===== src/acp_pkg.sv =====
//----------------------------------------------------------------
// Overview of operation
// RL1: Converts selected input to ten-bit unsigned result
// RL2: Three control registers plus result byte pair
// RL3: Channel field bits 5-2 selects inputs 0-12
// RL4: Codes 13-15 select nothing, conversion still runs
// RL5: Small package drops channels 5 to 7
// RL6: Calibrate bit makes next conversion calibrate
// RL7: Bit 0 enables the converter module
// RL8: Bit 1 reads one while converting
// RL9: Control zero bit 6 reads zero always
// RL10: Bit 5 picks negative reference source
// RL11: Bit 4 picks positive reference source
// RL12: Pin/reference register bits 7-6 read zero
// RL13: Pin field turns inputs digital from 12 down
// RL14: Fuse picks pin field reset 0000 or 0111
// RL15: Completion loads result, clears busy, sets flag
// RL16: Acquisition code 000 starts immediately, else waits
// RL17: Justify bit right-aligns result when one
// RL18: Reset turns module off, aborts conversion
// RL19: Start ignored while module is off
// RL20: Software keeps settings still while converting
//----------------------------------------------------------------
package acp_pkg;
    localparam int          ADDR_W     = 3;               // Register address width
    localparam logic [2:0]  OFS_CTRL0  = 3'h0;            // Control zero
    localparam logic [2:0]  OFS_PINREF = 3'h1;            // Pin and reference
    localparam logic [2:0]  OFS_TIMING = 3'h2;            // Timing control
    localparam logic [2:0]  OFS_RESH   = 3'h3;            // Result high byte
    localparam logic [2:0]  OFS_RESL   = 3'h4;            // Result low byte
    localparam logic [2:0]  OFS_STATUS = 3'h5;            // Done flag
    localparam int          B_CAL      = 7;               // Calibrate next
    localparam int          B_GO       = 1;               // Conversion busy
    localparam int          B_ON       = 0;               // Module enable
    localparam int          B_NREF     = 5;               // Negative reference
    localparam int          B_PREF     = 4;               // Positive reference
    localparam int          B_JUST     = 7;               // Result justify
    localparam logic [3:0]  PCFG_FUSE1 = 4'h0;            // Pin field, fuse one
    localparam logic [3:0]  PCFG_FUSE0 = 4'h7;            // Pin field, fuse zero
    localparam logic [3:0]  CH_LAST    = 4'hC;            // Highest real channel
    localparam logic [3:0]  PCFG_ALLA  = 4'h2;            // Last all-analog code
    localparam logic [1:0]  FUSE_WAIT  = 2'h2;            // Sync depth before load
    localparam int          FRC_NS     = 500;             // Internal RC bit period
    localparam int          CLK_NS     = 5;               // System clock period
    localparam logic [6:0]  FRC_CYC    = 7'((FRC_NS + CLK_NS - 1) / CLK_NS);

    typedef enum logic [1:0] {ACP_IDLE, ACP_ACQ, ACP_CONV} acp_state_t;

    typedef struct packed {
        logic [ADDR_W-1:0] addr;                          // Register address
        logic [7:0]        wdata;                         // Write data
        logic              wr;                            // Write strobe
        logic              rd;                            // Read strobe
    } acp_bus_t;

    typedef struct packed {
        logic       start;                                // Start pulse
        logic       calibrate;                            // Calibrate this run
        logic [3:0] channel;                              // Channel to route
        logic       ch_valid;                             // Channel exists
        logic       neg_ref_ext;                          // External negative ref
        logic       pos_ref_ext;                          // External positive ref
        logic       sample;                               // Hold cap tracking
    } acp_core_t;
endpackage


===== src/acp_ctrl.sv =====
`timescale 1ns/1ps
`default_nettype none
module acp_ctrl #(
    parameter bit LARGE_PKG = 1'b1                        // All 13 inputs present
) (
    input  wire logic               clk_sys,              // System clock
    input  wire logic               rst,                  // Async reset, high
    input  wire acp_pkg::acp_bus_t  bus_i,                // Register request
    output var  logic [7:0]         rd_data,              // Read data, next cycle
    input  wire logic               fuse_pin,             // Analog-default fuse
    input  wire logic               core_done,            // Core finished, pulse
    input  wire logic [9:0]         core_result,          // Core result
    output var  acp_pkg::acp_core_t core_o,               // Core controls
    output var  logic [12:0]        pin_analog_mask       // One = analog pin
);
    //------------------------------------------------------------
    // State
    //------------------------------------------------------------
    typedef struct packed {
        acp_pkg::acp_state_t state;                       // Sequencer state
        logic               cal;                          // calibrate_next
        logic [3:0]         chs;                          // channel_select
        logic               go;                           // Busy bit
        logic               on;                           // converter_on
        logic               nref;                         // neg_ref_select
        logic               pref;                         // pos_ref_select
        logic [3:0]         pcfg;                         // pin_analog_config
        logic               just;                         // result_justify
        logic [2:0]         acqt;                         // acquisition_time_select
        logic [2:0]         adcs;                         // Bit period select
        logic [9:0]         result;                       // Raw result
        logic               done;                         // conversion_done_flag
        logic [6:0]         tad_cnt;                      // Bit period counter
        logic [4:0]         acq_cnt;                      // Periods left
        logic [1:0]         fuse_cnt;                     // Fuse load wait
        logic               fuse_ld;                      // Fuse value taken
        logic               sync1;                        // Fuse sync stage 1
        logic               sync2;                        // Fuse sync stage 2
        logic [7:0]         rd;                           // Read data
        acp_pkg::acp_core_t core;                         // Core controls
        logic [12:0]        mask;                         // Analog pin mask
    } acp_st_t;

    acp_st_t st_r;                                        // Registered state
    acp_st_t st_nxt;                                      // Next state

    //------------------------------------------------------------
    // Helpers
    //------------------------------------------------------------
    // Acquisition length in bit periods
    function automatic logic [4:0] acq_periods(input logic [2:0] c);
        unique case (c)
            3'h0: acq_periods = 5'h00;
            3'h1: acq_periods = 5'h02;
            3'h2: acq_periods = 5'h04;
            3'h3: acq_periods = 5'h06;
            3'h4: acq_periods = 5'h08;
            3'h5: acq_periods = 5'h0C;
            3'h6: acq_periods = 5'h10;
            3'h7: acq_periods = 5'h14;
        endcase
    endfunction

    // System clocks per bit period
    function automatic logic [6:0] tad_cycles(input logic [2:0] c);
        unique case (c)
            3'h0: tad_cycles = 7'h02;
            3'h1: tad_cycles = 7'h08;
            3'h2: tad_cycles = 7'h20;
            3'h4: tad_cycles = 7'h04;
            3'h5: tad_cycles = 7'h10;
            3'h6: tad_cycles = 7'h40;
            default: tad_cycles = acp_pkg::FRC_CYC;       // RC clock codes
        endcase
    endfunction

    // Analog pins for a pin field code
    function automatic logic [12:0] pin_mask(input logic [3:0] c);
        logic [12:0] m;
        m = 13'h1FFF;
        if (c > acp_pkg::PCFG_ALLA) begin
            m = m >> (c - acp_pkg::PCFG_ALLA);            // RL13
        end
        if (!LARGE_PKG) begin
            m[7:5] = 3'h0;                                // RL5
        end
        return m;
    endfunction

    // Channel code routes a real input
    function automatic logic ch_exists(input logic [3:0] c);
        logic ok;
        ok = (c <= acp_pkg::CH_LAST);                     // RL3 RL4
        if (!LARGE_PKG && c >= 4'h5 && c <= 4'h7) begin
            ok = 1'b0;                                    // RL5
        end
        return ok;
    endfunction

    //------------------------------------------------------------
    // Next state
    //------------------------------------------------------------
    always_comb begin
        logic start;
        logic [4:0] acq;
        start  = 1'b0;
        acq    = 5'h00;
        st_nxt = st_r;
        st_nxt.core.start = 1'b0;
        st_nxt.rd = 8'h00;
        // Fuse synchroniser and one-time load after reset
        st_nxt.sync1 = fuse_pin;
        st_nxt.sync2 = st_r.sync1;
        if (!st_r.fuse_ld) begin
            st_nxt.fuse_cnt = st_r.fuse_cnt + 2'h1;
            if (st_r.fuse_cnt == acp_pkg::FUSE_WAIT) begin
                st_nxt.fuse_ld = 1'b1;
                st_nxt.pcfg = st_r.sync2 ? acp_pkg::PCFG_FUSE1
                                         : acp_pkg::PCFG_FUSE0; // RL14
            end
        end
        // Register writes
        if (bus_i.wr) begin
            unique case (bus_i.addr)
                acp_pkg::OFS_CTRL0: begin
                    st_nxt.cal = bus_i.wdata[acp_pkg::B_CAL]; // RL6
                    st_nxt.chs = bus_i.wdata[5:2];            // RL3
                    st_nxt.on  = bus_i.wdata[acp_pkg::B_ON];  // RL7
                    // Start only when enabled and idle
                    start = bus_i.wdata[acp_pkg::B_GO] && bus_i.wdata[acp_pkg::B_ON]
                            && st_r.state == acp_pkg::ACP_IDLE; // RL19
                end
                acp_pkg::OFS_PINREF: begin
                    st_nxt.nref = bus_i.wdata[acp_pkg::B_NREF]; // RL10
                    st_nxt.pref = bus_i.wdata[acp_pkg::B_PREF]; // RL11
                    st_nxt.pcfg = bus_i.wdata[3:0];             // RL13
                end
                acp_pkg::OFS_TIMING: begin
                    st_nxt.just = bus_i.wdata[acp_pkg::B_JUST]; // RL17
                    st_nxt.acqt = bus_i.wdata[5:3];
                    st_nxt.adcs = bus_i.wdata[2:0];
                end
                acp_pkg::OFS_STATUS: begin
                    // Write one clears the done flag
                    if (bus_i.wdata[0]) begin
                        st_nxt.done = 1'b0;
                    end
                end
                default: begin
                    // Result and unmapped: ignored
                end
            endcase
        end
        // Sequencer
        unique case (st_r.state)
            acp_pkg::ACP_IDLE: begin
                if (start) begin
                    // Settings captured at start
                    st_nxt.go = 1'b1;                      // RL8
                    st_nxt.core.calibrate   = st_nxt.cal;  // RL6
                    st_nxt.core.channel     = st_nxt.chs;  // RL20
                    st_nxt.core.ch_valid    = ch_exists(st_nxt.chs); // RL4
                    st_nxt.core.neg_ref_ext = st_r.nref;   // RL10
                    st_nxt.core.pos_ref_ext = st_r.pref;   // RL11
                    acq = acq_periods(st_r.acqt);
                    if (acq == 5'h00) begin
                        st_nxt.core.start = 1'b1;          // RL16
                        st_nxt.state = acp_pkg::ACP_CONV;
                    end else begin
                        st_nxt.acq_cnt = acq;              // RL16
                        st_nxt.tad_cnt = tad_cycles(st_r.adcs);
                        st_nxt.state = acp_pkg::ACP_ACQ;
                    end
                end
            end
            acp_pkg::ACP_ACQ: begin
                // Count bit periods, then convert
                if (st_r.tad_cnt > 7'h1) begin
                    st_nxt.tad_cnt = st_r.tad_cnt - 7'h1;
                end else if (st_r.acq_cnt > 5'h1) begin
                    st_nxt.acq_cnt = st_r.acq_cnt - 5'h1;
                    st_nxt.tad_cnt = tad_cycles(st_r.adcs);
                end else begin
                    st_nxt.core.start = 1'b1;              // RL16
                    st_nxt.state = acp_pkg::ACP_CONV;
                end
            end
            acp_pkg::ACP_CONV: begin
                if (core_done) begin
                    st_nxt.result = core_result;           // RL1 RL15
                    st_nxt.go     = 1'b0;                  // RL15
                    st_nxt.done   = 1'b1;                  // RL15
                    st_nxt.state  = acp_pkg::ACP_IDLE;
                end
            end
        endcase
        // Switching the module off aborts any run
        if (!st_nxt.on) begin
            st_nxt.go    = 1'b0;
            st_nxt.state = acp_pkg::ACP_IDLE;
            st_nxt.core.start = 1'b0;
        end
        st_nxt.core.sample = st_nxt.on && st_nxt.state != acp_pkg::ACP_CONV;
        st_nxt.mask = pin_mask(st_nxt.pcfg);               // RL13
        // Register reads, data in the next cycle
        if (bus_i.rd) begin
            unique case (bus_i.addr)
                acp_pkg::OFS_CTRL0:
                    st_nxt.rd = {st_r.cal, 1'b0, st_r.chs, st_r.go, st_r.on}; // RL9 RL8
                acp_pkg::OFS_PINREF:
                    st_nxt.rd = {2'h0, st_r.nref, st_r.pref, st_r.pcfg}; // RL12
                acp_pkg::OFS_TIMING:
                    st_nxt.rd = {st_r.just, 1'b0, st_r.acqt, st_r.adcs};
                acp_pkg::OFS_RESH:                         // RL2
                    st_nxt.rd = st_r.just ? {6'h00, st_r.result[9:8]}
                                          : st_r.result[9:2]; // RL17
                acp_pkg::OFS_RESL:
                    st_nxt.rd = st_r.just ? st_r.result[7:0]
                                          : {st_r.result[1:0], 6'h00}; // RL17
                acp_pkg::OFS_STATUS:
                    st_nxt.rd = {7'h00, st_r.done};
                default:
                    st_nxt.rd = 8'h00;                     // Unmapped reads zero
            endcase
        end
    end

    //------------------------------------------------------------
    // State register
    //------------------------------------------------------------
    always_ff @(posedge clk_sys or posedge rst) begin
        if (rst) begin
            st_r <= '0;                                    // RL18
        end else begin
            st_r <= st_nxt;
        end
    end

    assign rd_data         = st_r.rd;
    assign core_o          = st_r.core;
    assign pin_analog_mask = st_r.mask;
endmodule // acp_ctrl
`default_nettype wire


===== config.mk =====
export PLATFORM = sky130hd
export DESIGN_NAME = acp_ctrl
export DESIGN_NICKNAME = d
export VERILOG_FILES = /design/src/acp_pkg.sv /design/src/acp_ctrl.sv
export SDC_FILE = /design/constraint.sdc
export NUM_CORES = 1
export LEC_CHECK = 0
export BUFFER_PORTS_ARGS = -buffer_cell sky130_fd_sc_hd__buf_2
export CAP_MARGIN = 40
export CORE_AREA = 2 2 100 78
export DETAILED_ROUTE_END_ITERATION = 16
export DIE_AREA = 0 0 102 80
export PLACE_DENSITY = 0.82
export RECOVER_POWER = 100
export SETUP_SLACK_MARGIN = 0.5
export SLEW_MARGIN = 20
export SYNTH_ARGS = -nofsm -noshare
export SYNTH_HDL_FRONTEND = slang
export SYNTH_SLANG_ARGS = --single-unit

===== constraint.sdc =====
create_clock -name clk_sys -period 3.85 [get_ports clk_sys]
set_input_delay 0.5775 -clock clk_sys [delete_from_list [all_inputs] [get_ports clk_sys]]
set_output_delay 0.5775 -clock clk_sys [all_outputs]
set_load 0.02 [all_outputs]

==> results_dict.tcl, run 1 <==
set metrics [dict create \
    nFillCells 614 \
    synth-main-ff-cell "dfrtp_1" \
    synth_most_common_cell "dfrtp_1" \
    worstSetupEndpointType "register" \
    worstPathMaxFanout 15 \
    htree_levels 3 \
    fin_crit_ns 2.98 \
    multi_input_area_sq_mm 0.00182 \
    synthTopCellsByCount "81 x dfrtp_1, 42 x nand2_1, 33 x nor2_1" \
    finalSetupViolations 0 \
    drt-total-wl_um 8650 \
    syn_area_sq_mm 0.00423 \
    hp-start "fuse_pin" \
    grt_use_met1_pct 32.2 \
    final_util_pct 62.9 \
    r2r_slack_ns 0.92 \
    num_antenna_cells 0 \
    grt.met2_usage_pct 35.1 \
    place_hpwl_um 6200 \
    fin_setup_tns_ns 0 \
    rsz0062_at_grt "false" \
    finalHoldViolations 0 \
    timing.rr.end "pin_analog_mask[6]$_DFF_PP0_" \
    start_util_pct 59.1 \
    yosys-top-cells-area "dfrtp_1 48%, mux2_2 7.7%, buf_4 5.5%" \
    dr.first_iter.drc_count 183 \
    grtUsageTotal_pct 22.5 \
    critical_path_required_ns 4.04 \
    total_power_w 0.00282 \
    crit_path_start "bus_i[10]" \
    insertion_delay_ns 0.35 \
    drtAntennaViolNets 0 \
    gp_congestion 0.886 \
    cts.path.max_buffers 2 \
    regArea_sq_mm 0.00203 \
    yosys.area.top_type_share_pct 47.9 \
    vias_per_cell 5.62 \
    reg2reg_from "st_r[34]$_DFFE_PP0N_" \
    cts_num_sinks 81 \
    max_clock_freq_mhz 336 \
    synthDistinctLibCells 56 \
    worst_pin_slew_ns 1.74 \
    crit_type "in -> reg" \
    yosys_warnings 0 \
    vdd_ir_drop_max_mv 0.304 \
    placed_cell_area_sq_mm 0.00437 \
    use_met3_pct 4.90 \
    status "finished, violations left" \
    grt_pass1_wl_um 14200 \
    cts_setup_buffers 0 \
    post_drt_wl_per_cell_um 15.7 \
    power_density_mw_per_mm2 626 \
    synth_cells 420 \
    clkTransAtPathRegs_ns 0.08 \
    crit_arrival_ns 3.17 \
    rows 27 \
    async_flop_share_pct 100 \
    core_area_sq_mm 0.00716 \
    syn_area_per_cell_sq_um 10.1 \
    drive_gt1_share_pct 16.0 \
    post-route-drc-count 0 \
    cp-start-kind "input pin" \
    ys_ff_latch 81 \
    cts-buffers-inserted 9 \
    dieHeight_um 80 \
    yosysTopAreaCell "dfrtp_1" \
    min_to "st_nxt[31]$_DFF_PP0_" \
    layoutNonFillerInstCount 550 \
    area_growth_pct 6.57 \
    final_area_sq_mm 0.00451 \
    holdPathStages 1 \
    synth.yosys.seq_area_share_pct 47.9 \
    die_area_sq_mm 0.00816 \
    cts-resized-gates 0 \
    reg2regPathDepth 10 \
    grt.busiest_layer "met2" \
    failed_checks "max-capacitance violations, max-slew violations" \
    cts_root_buffer "clkbuf_8" \
    pin_count 58 \
    min_period_over_period_pct 77.3 \
    hold_path_class "in -> reg" \
    io_buffer_count 56 \
    placed_cells_incl_taps 534 \
    first_global_vias 2871 \
    nets 480 \
    antenna_found_initial 0 \
    slew_violations 33 \
    firstDrtPassIters 4 \
    cts_tree "built" \
    synth_nets 456 \
    maxSlewHeadroom_pct -16.2 \
    synth-edff-count 0 \
    holdBufCountCts 0 \
    leakagePower_nw 2.04 \
    vias 3091 \
    cap_violations 1 \
    gr-total-overflow 0 \
    grt_start_max_net_pins 34 \
    fp.dieW_um 102 \
    worst_clock_skew_ns 0.0122 \
]
==> final cells by class <==
| class | instances | area share (%) |
|---|---|---|
| clock buffers | 12 | 3.44 |
| inverters | 20 | 1.69 |
| clock inverters | 4 | 1.14 |
| well taps | 101 | 2.80 |
| repair buffers | 59 | 5.61 |
| multi-input cells | 273 | 40.4 |
| flip-flops and latches | 81 | 45.0 |
==> layer usage <==
metal | vias to the layer above | share of wire (%)
li1 | 1489 | -
met1 | 1511 | 47
met2 | 87 | 47
met3 | 4 | 5.3
met4 | 0 | 0.40
met5 | - | 0
==> cell families after synthesis <==
kind of cell / count (synthesis) / share of synthesized area (%)
simple gates: 126 / 14.9
compound gates: 95 / 14.8
flops: 81 / 47.9
buf+inv: 66 / 8.84
mux: 39 / 10.1
fa+ha+maj: 9 / 2.66
xor+xnor: 4 / 0.828
==> worst max path at each step <==
stage / depth (start not counted) / endpoint
after floorplan: 1 / core_o[0]$_DFF_PP0_
after global placement: 9 / pin_analog_mask[6]$_DFF_PP0_
after detailed placement: 9 / pin_analog_mask[6]$_DFF_PP0_
after CTS: 10 / pin_analog_mask[6]$_DFF_PP0_
after global routing: 9 / pin_analog_mask[6]$_DFF_PP0_
final: 9 / pin_analog_mask[6]$_DFF_PP0_
==> power breakdown <==
group | internal, W | leakage [nW] | switching [W]
Combinational | 0.000369 | 0.939 | 0.000537
Sequential | 0.00109 | 0.994 | 0.000196
Clock | 0.000335 | 0.103 | 0.000298
Total | 0.00179 | 2.04 | 0.00103
==> critical path, cell delays in order <==
cell and delay (ns):
clkbuf_1 0.63, and4bb_1 0.57, nand2_1 0.09, o21ai_0 0.31, inv_1 0.10, ha_1 0.22, a21boi_0 0.15, nor2_1 0.34
o21ai_0 0.17
==> metrics by stage <==
stage                     hold WS (ns)  setup slack (ns)
after CTS                        0.265              1.17
final                            0.337             0.874
after global routing             0.322             0.568
after global placement           0.336              1.10
after floorplan                  0.331              1.19
after detailed placement         0.345              1.03
==> registers in the layout (all words and copies together), names as in the netlist <==
| register | count |
|---|---|
| st_nxt | 1 |
| st_r | 49 |
| pin_analog_mask | 13 |
| core_o | 10 |
| rd_data | 8 |
==> cells in the final DEF (no fill, tap or decap), types with 10 or more instances in the layout <==
cell type | netlist | routed
o21ai_0 | 26 | 28
clkbuf_1 | 12 | 35
nand2_1 | 42 | 43
mux2_2 | 29 | 25
clkbuf_8 | 0 | 11
mux2i_1 | 10 | 10
inv_1 | 20 | 19
buf_2 | 2 | 25
nor2_1 | 33 | 33
dfrtp_1 | 81 | 81
a21oi_1 | 23 | 23
(Power assumes the default switching activity.)
==> run 2, diff against run 1 <==
--- a/config.mk
+++ b/config.mk
@@ -7,10 +7,10 @@
 export LEC_CHECK = 0
 export BUFFER_PORTS_ARGS = -buffer_cell sky130_fd_sc_hd__buf_2
 export CAP_MARGIN = 40
-export CORE_AREA = 2 2 100 78
+export CORE_AREA = 2 2 102 79
 export DETAILED_ROUTE_END_ITERATION = 16
-export DIE_AREA = 0 0 102 80
-export PLACE_DENSITY = 0.82
+export DIE_AREA = 0 0 104 81
+export PLACE_DENSITY = 0.79
 export RECOVER_POWER = 100
 export SETUP_SLACK_MARGIN = 0.5
 export SLEW_MARGIN = 20
==> constraint.sdc (replaced) <==
create_clock -name clk_sys -period 2.76 [get_ports clk_sys]
set_input_delay 0.414 -clock clk_sys [delete_from_list [all_inputs] [get_ports clk_sys]]
set_output_delay 0.414 -clock clk_sys [all_outputs]
set_load 0.02 [all_outputs]
==> results_dict.tcl, run 2 (same netlist as run 1, synthesis figures left out) <==
set metrics [dict create \
    final_common_cell "dfrtp_1" \
    cts.path.max_buffers 2 \
    whs_ns 0.166 \
    vdd_ir_drop_max_mv 0.485 \
    crit_arrival_ns 2.67 \
    slew_violations 0 \
    min_to "st_nxt[31]$_DFF_PP0_" \
    power_density_mw_per_mm2 842 \
    layoutNonFillerInstCount 558 \
    rows 28 \
    reg2reg_from "st_r[34]$_DFFE_PP0N_" \
    area_growth_pct 6.83 \
    grt_start_max_net_pins 50 \
    io_buffer_count 56 \
    finalHoldViolations 0 \
    dieHeight_um 81 \
    rsz0062_at_grt "false" \
    crit_type "in -> reg" \
    maxSlewHeadroom_pct 4.99 \
    vias 3101 \
    firstDrtPassIters 5 \
    max_flop_register "st_r" \
    worst_clock_skew_ns 0.00933 \
    holdPathStages 1 \
    grtUsageTotal_pct 21.3 \
    start_util_pct 55.9 \
    grt.met2_usage_pct 33.5 \
    crit_top_cell "buf_4" \
    dr.first_iter.drc_count 217 \
    worstPathMaxFanout 14 \
    fp.dieW_um 104 \
    drive_gt1_share_pct 17.7 \
    cts_root_buffer "clkbuf_8" \
    min_period_over_period_pct 88.3 \
    placed_cells_incl_taps 543 \
    pin_count 58 \
    worstSetupEndpointType "register" \
    reg2regPathDepth 10 \
    post-route-drc-count 0 \
    drtAntennaViolNets 0 \
    cts_num_sinks 81 \
    max_clock_freq_mhz 410 \
    place_hpwl_um 6160 \
    hold_path_class "in -> reg" \
    slowest_delay_ns 0.77 \
    cts-buffers-inserted 9 \
    nets 485 \
    leakagePower_nw 2.03 \
    antenna_found_initial 0 \
    final_area_sq_mm 0.00452 \
    core_area_sq_mm 0.00757 \
    cap_violations 0 \
    gr-total-overflow 0 \
    timing.rr.end "pin_analog_mask[8]$_DFF_PP0_" \
    first_global_vias 2945 \
    gp_congestion 0.945 \
    post_drt_wl_per_cell_um 15.3 \
    largest_register_ffs 49 \
    hp-start "fuse_pin" \
    num_antenna_cells 0 \
    grt.busiest_layer "met2" \
    layout_common_cells "81 x dfrtp_1, 43 x nand2_1, 37 x clkbuf_1, 32 x nor2_1, 27 x mux2_2" \
    finalSetupViolations 0 \
    worst_pin_slew_ns 1.42 \
    critical_path_required_ns 3.00 \
    cp-start-kind "input pin" \
    placed_cell_area_sq_mm 0.00442 \
    vias_per_cell 5.56 \
    grt_pass1_wl_um 14200 \
    r2r_slack_ns 0.39 \
    htree_levels 3 \
    clkTransAtPathRegs_ns 0.08 \
    insertion_delay_ns 0.35 \
    crit_chain "clkbuf_1 > buf_4 > nor4b_1 > buf_4 > and2_0 > nand2_1 > o32a_1" \
    drt-total-wl_um 8530 \
    cts_tree "built" \
    fin_setup_tns_ns 0 \
    grt_use_met1_pct 29.4 \
    fin_crit_ns 2.44 \
    use_met3_pct 5.94 \
    cts_setup_buffers 0 \
    die_area_sq_mm 0.00842 \
    status "complete, no violations" \
    crit_slowest_cell "nor4b_1" \
]
run 2: worst max path at each step:
stage	from	to	slack [ns]
global route	bus_i[11]	core_o[3]$_DFFE_PP0P_	0.26
detailed placement	bus_i[12]	pin_analog_mask[6]$_DFF_PP0_	0.27
global placement	bus_i[12]	pin_analog_mask[8]$_DFF_PP0_	0.32
floorplan	st_r[34]$_DFFE_PP0N_	pin_analog_mask[6]$_DFF_PP0_	0.57
finish	bus_i[11]	core_o[3]$_DFFE_PP0P_	0.32
CTS	st_r[34]$_DFFE_PP0N_	pin_analog_mask[6]$_DFF_PP0_	0.50
run 2: worst max-delay path: cells and delay by family:
family	cells	cell delay (ns)
compound gates	1	0.31
buf+inv	3	0.57
simple gates	3	1.38
run 2: layout make-up:
cell class | count | area (sq um)
inverters | 20 | 76.3
repair buffers | 64 | 300
clock inverters | 5 | 33.8
flip-flops and latches | 81 | 2030
fillers | 692 | 3050
well taps | 105 | 131
clock buffers | 10 | 128
multi-input cells | 273 | 1820
run 2: what timing repair did:
item / 4_1_cts / 5_1_grt
hold buffers: 0 / 0
gates resized for setup: 2 / 7
endpoints found under the setup margin: 7 / 10
pin swaps: 0 / 3
run 2: power by group:
group | leakage [nW] | total [W] | switching, W | internal [W]
registers | 0.994 | 0.00179 | 0.000274 | 0.00151
logic | 0.956 | 0.00128 | 0.000746 | 0.000532
clock network | 0.0781 | 0.000741 | 0.000421 | 0.000320
run 2: metrics by stage:
stage | utilization, % | setup WS [ns] | power (W)
after floorplan | - | 0.574 | 0.00288
after global placement | 58.4 | 0.318 | 0.00304
after detailed placement | 58.4 | 0.267 | 0.00310
after CTS | 60.6 | 0.504 | 0.00385
after global routing | 59.7 | 0.260 | 0.00407
final | 59.7 | 0.323 | 0.00381
run 2: routing by layer:
layer / vias up / wire (um)
li1: 1495 / -
met1: 1482 / 3960
met2: 112 / 3890
met3: 12 / 573
met4: 0 / 112
met5: - / 0
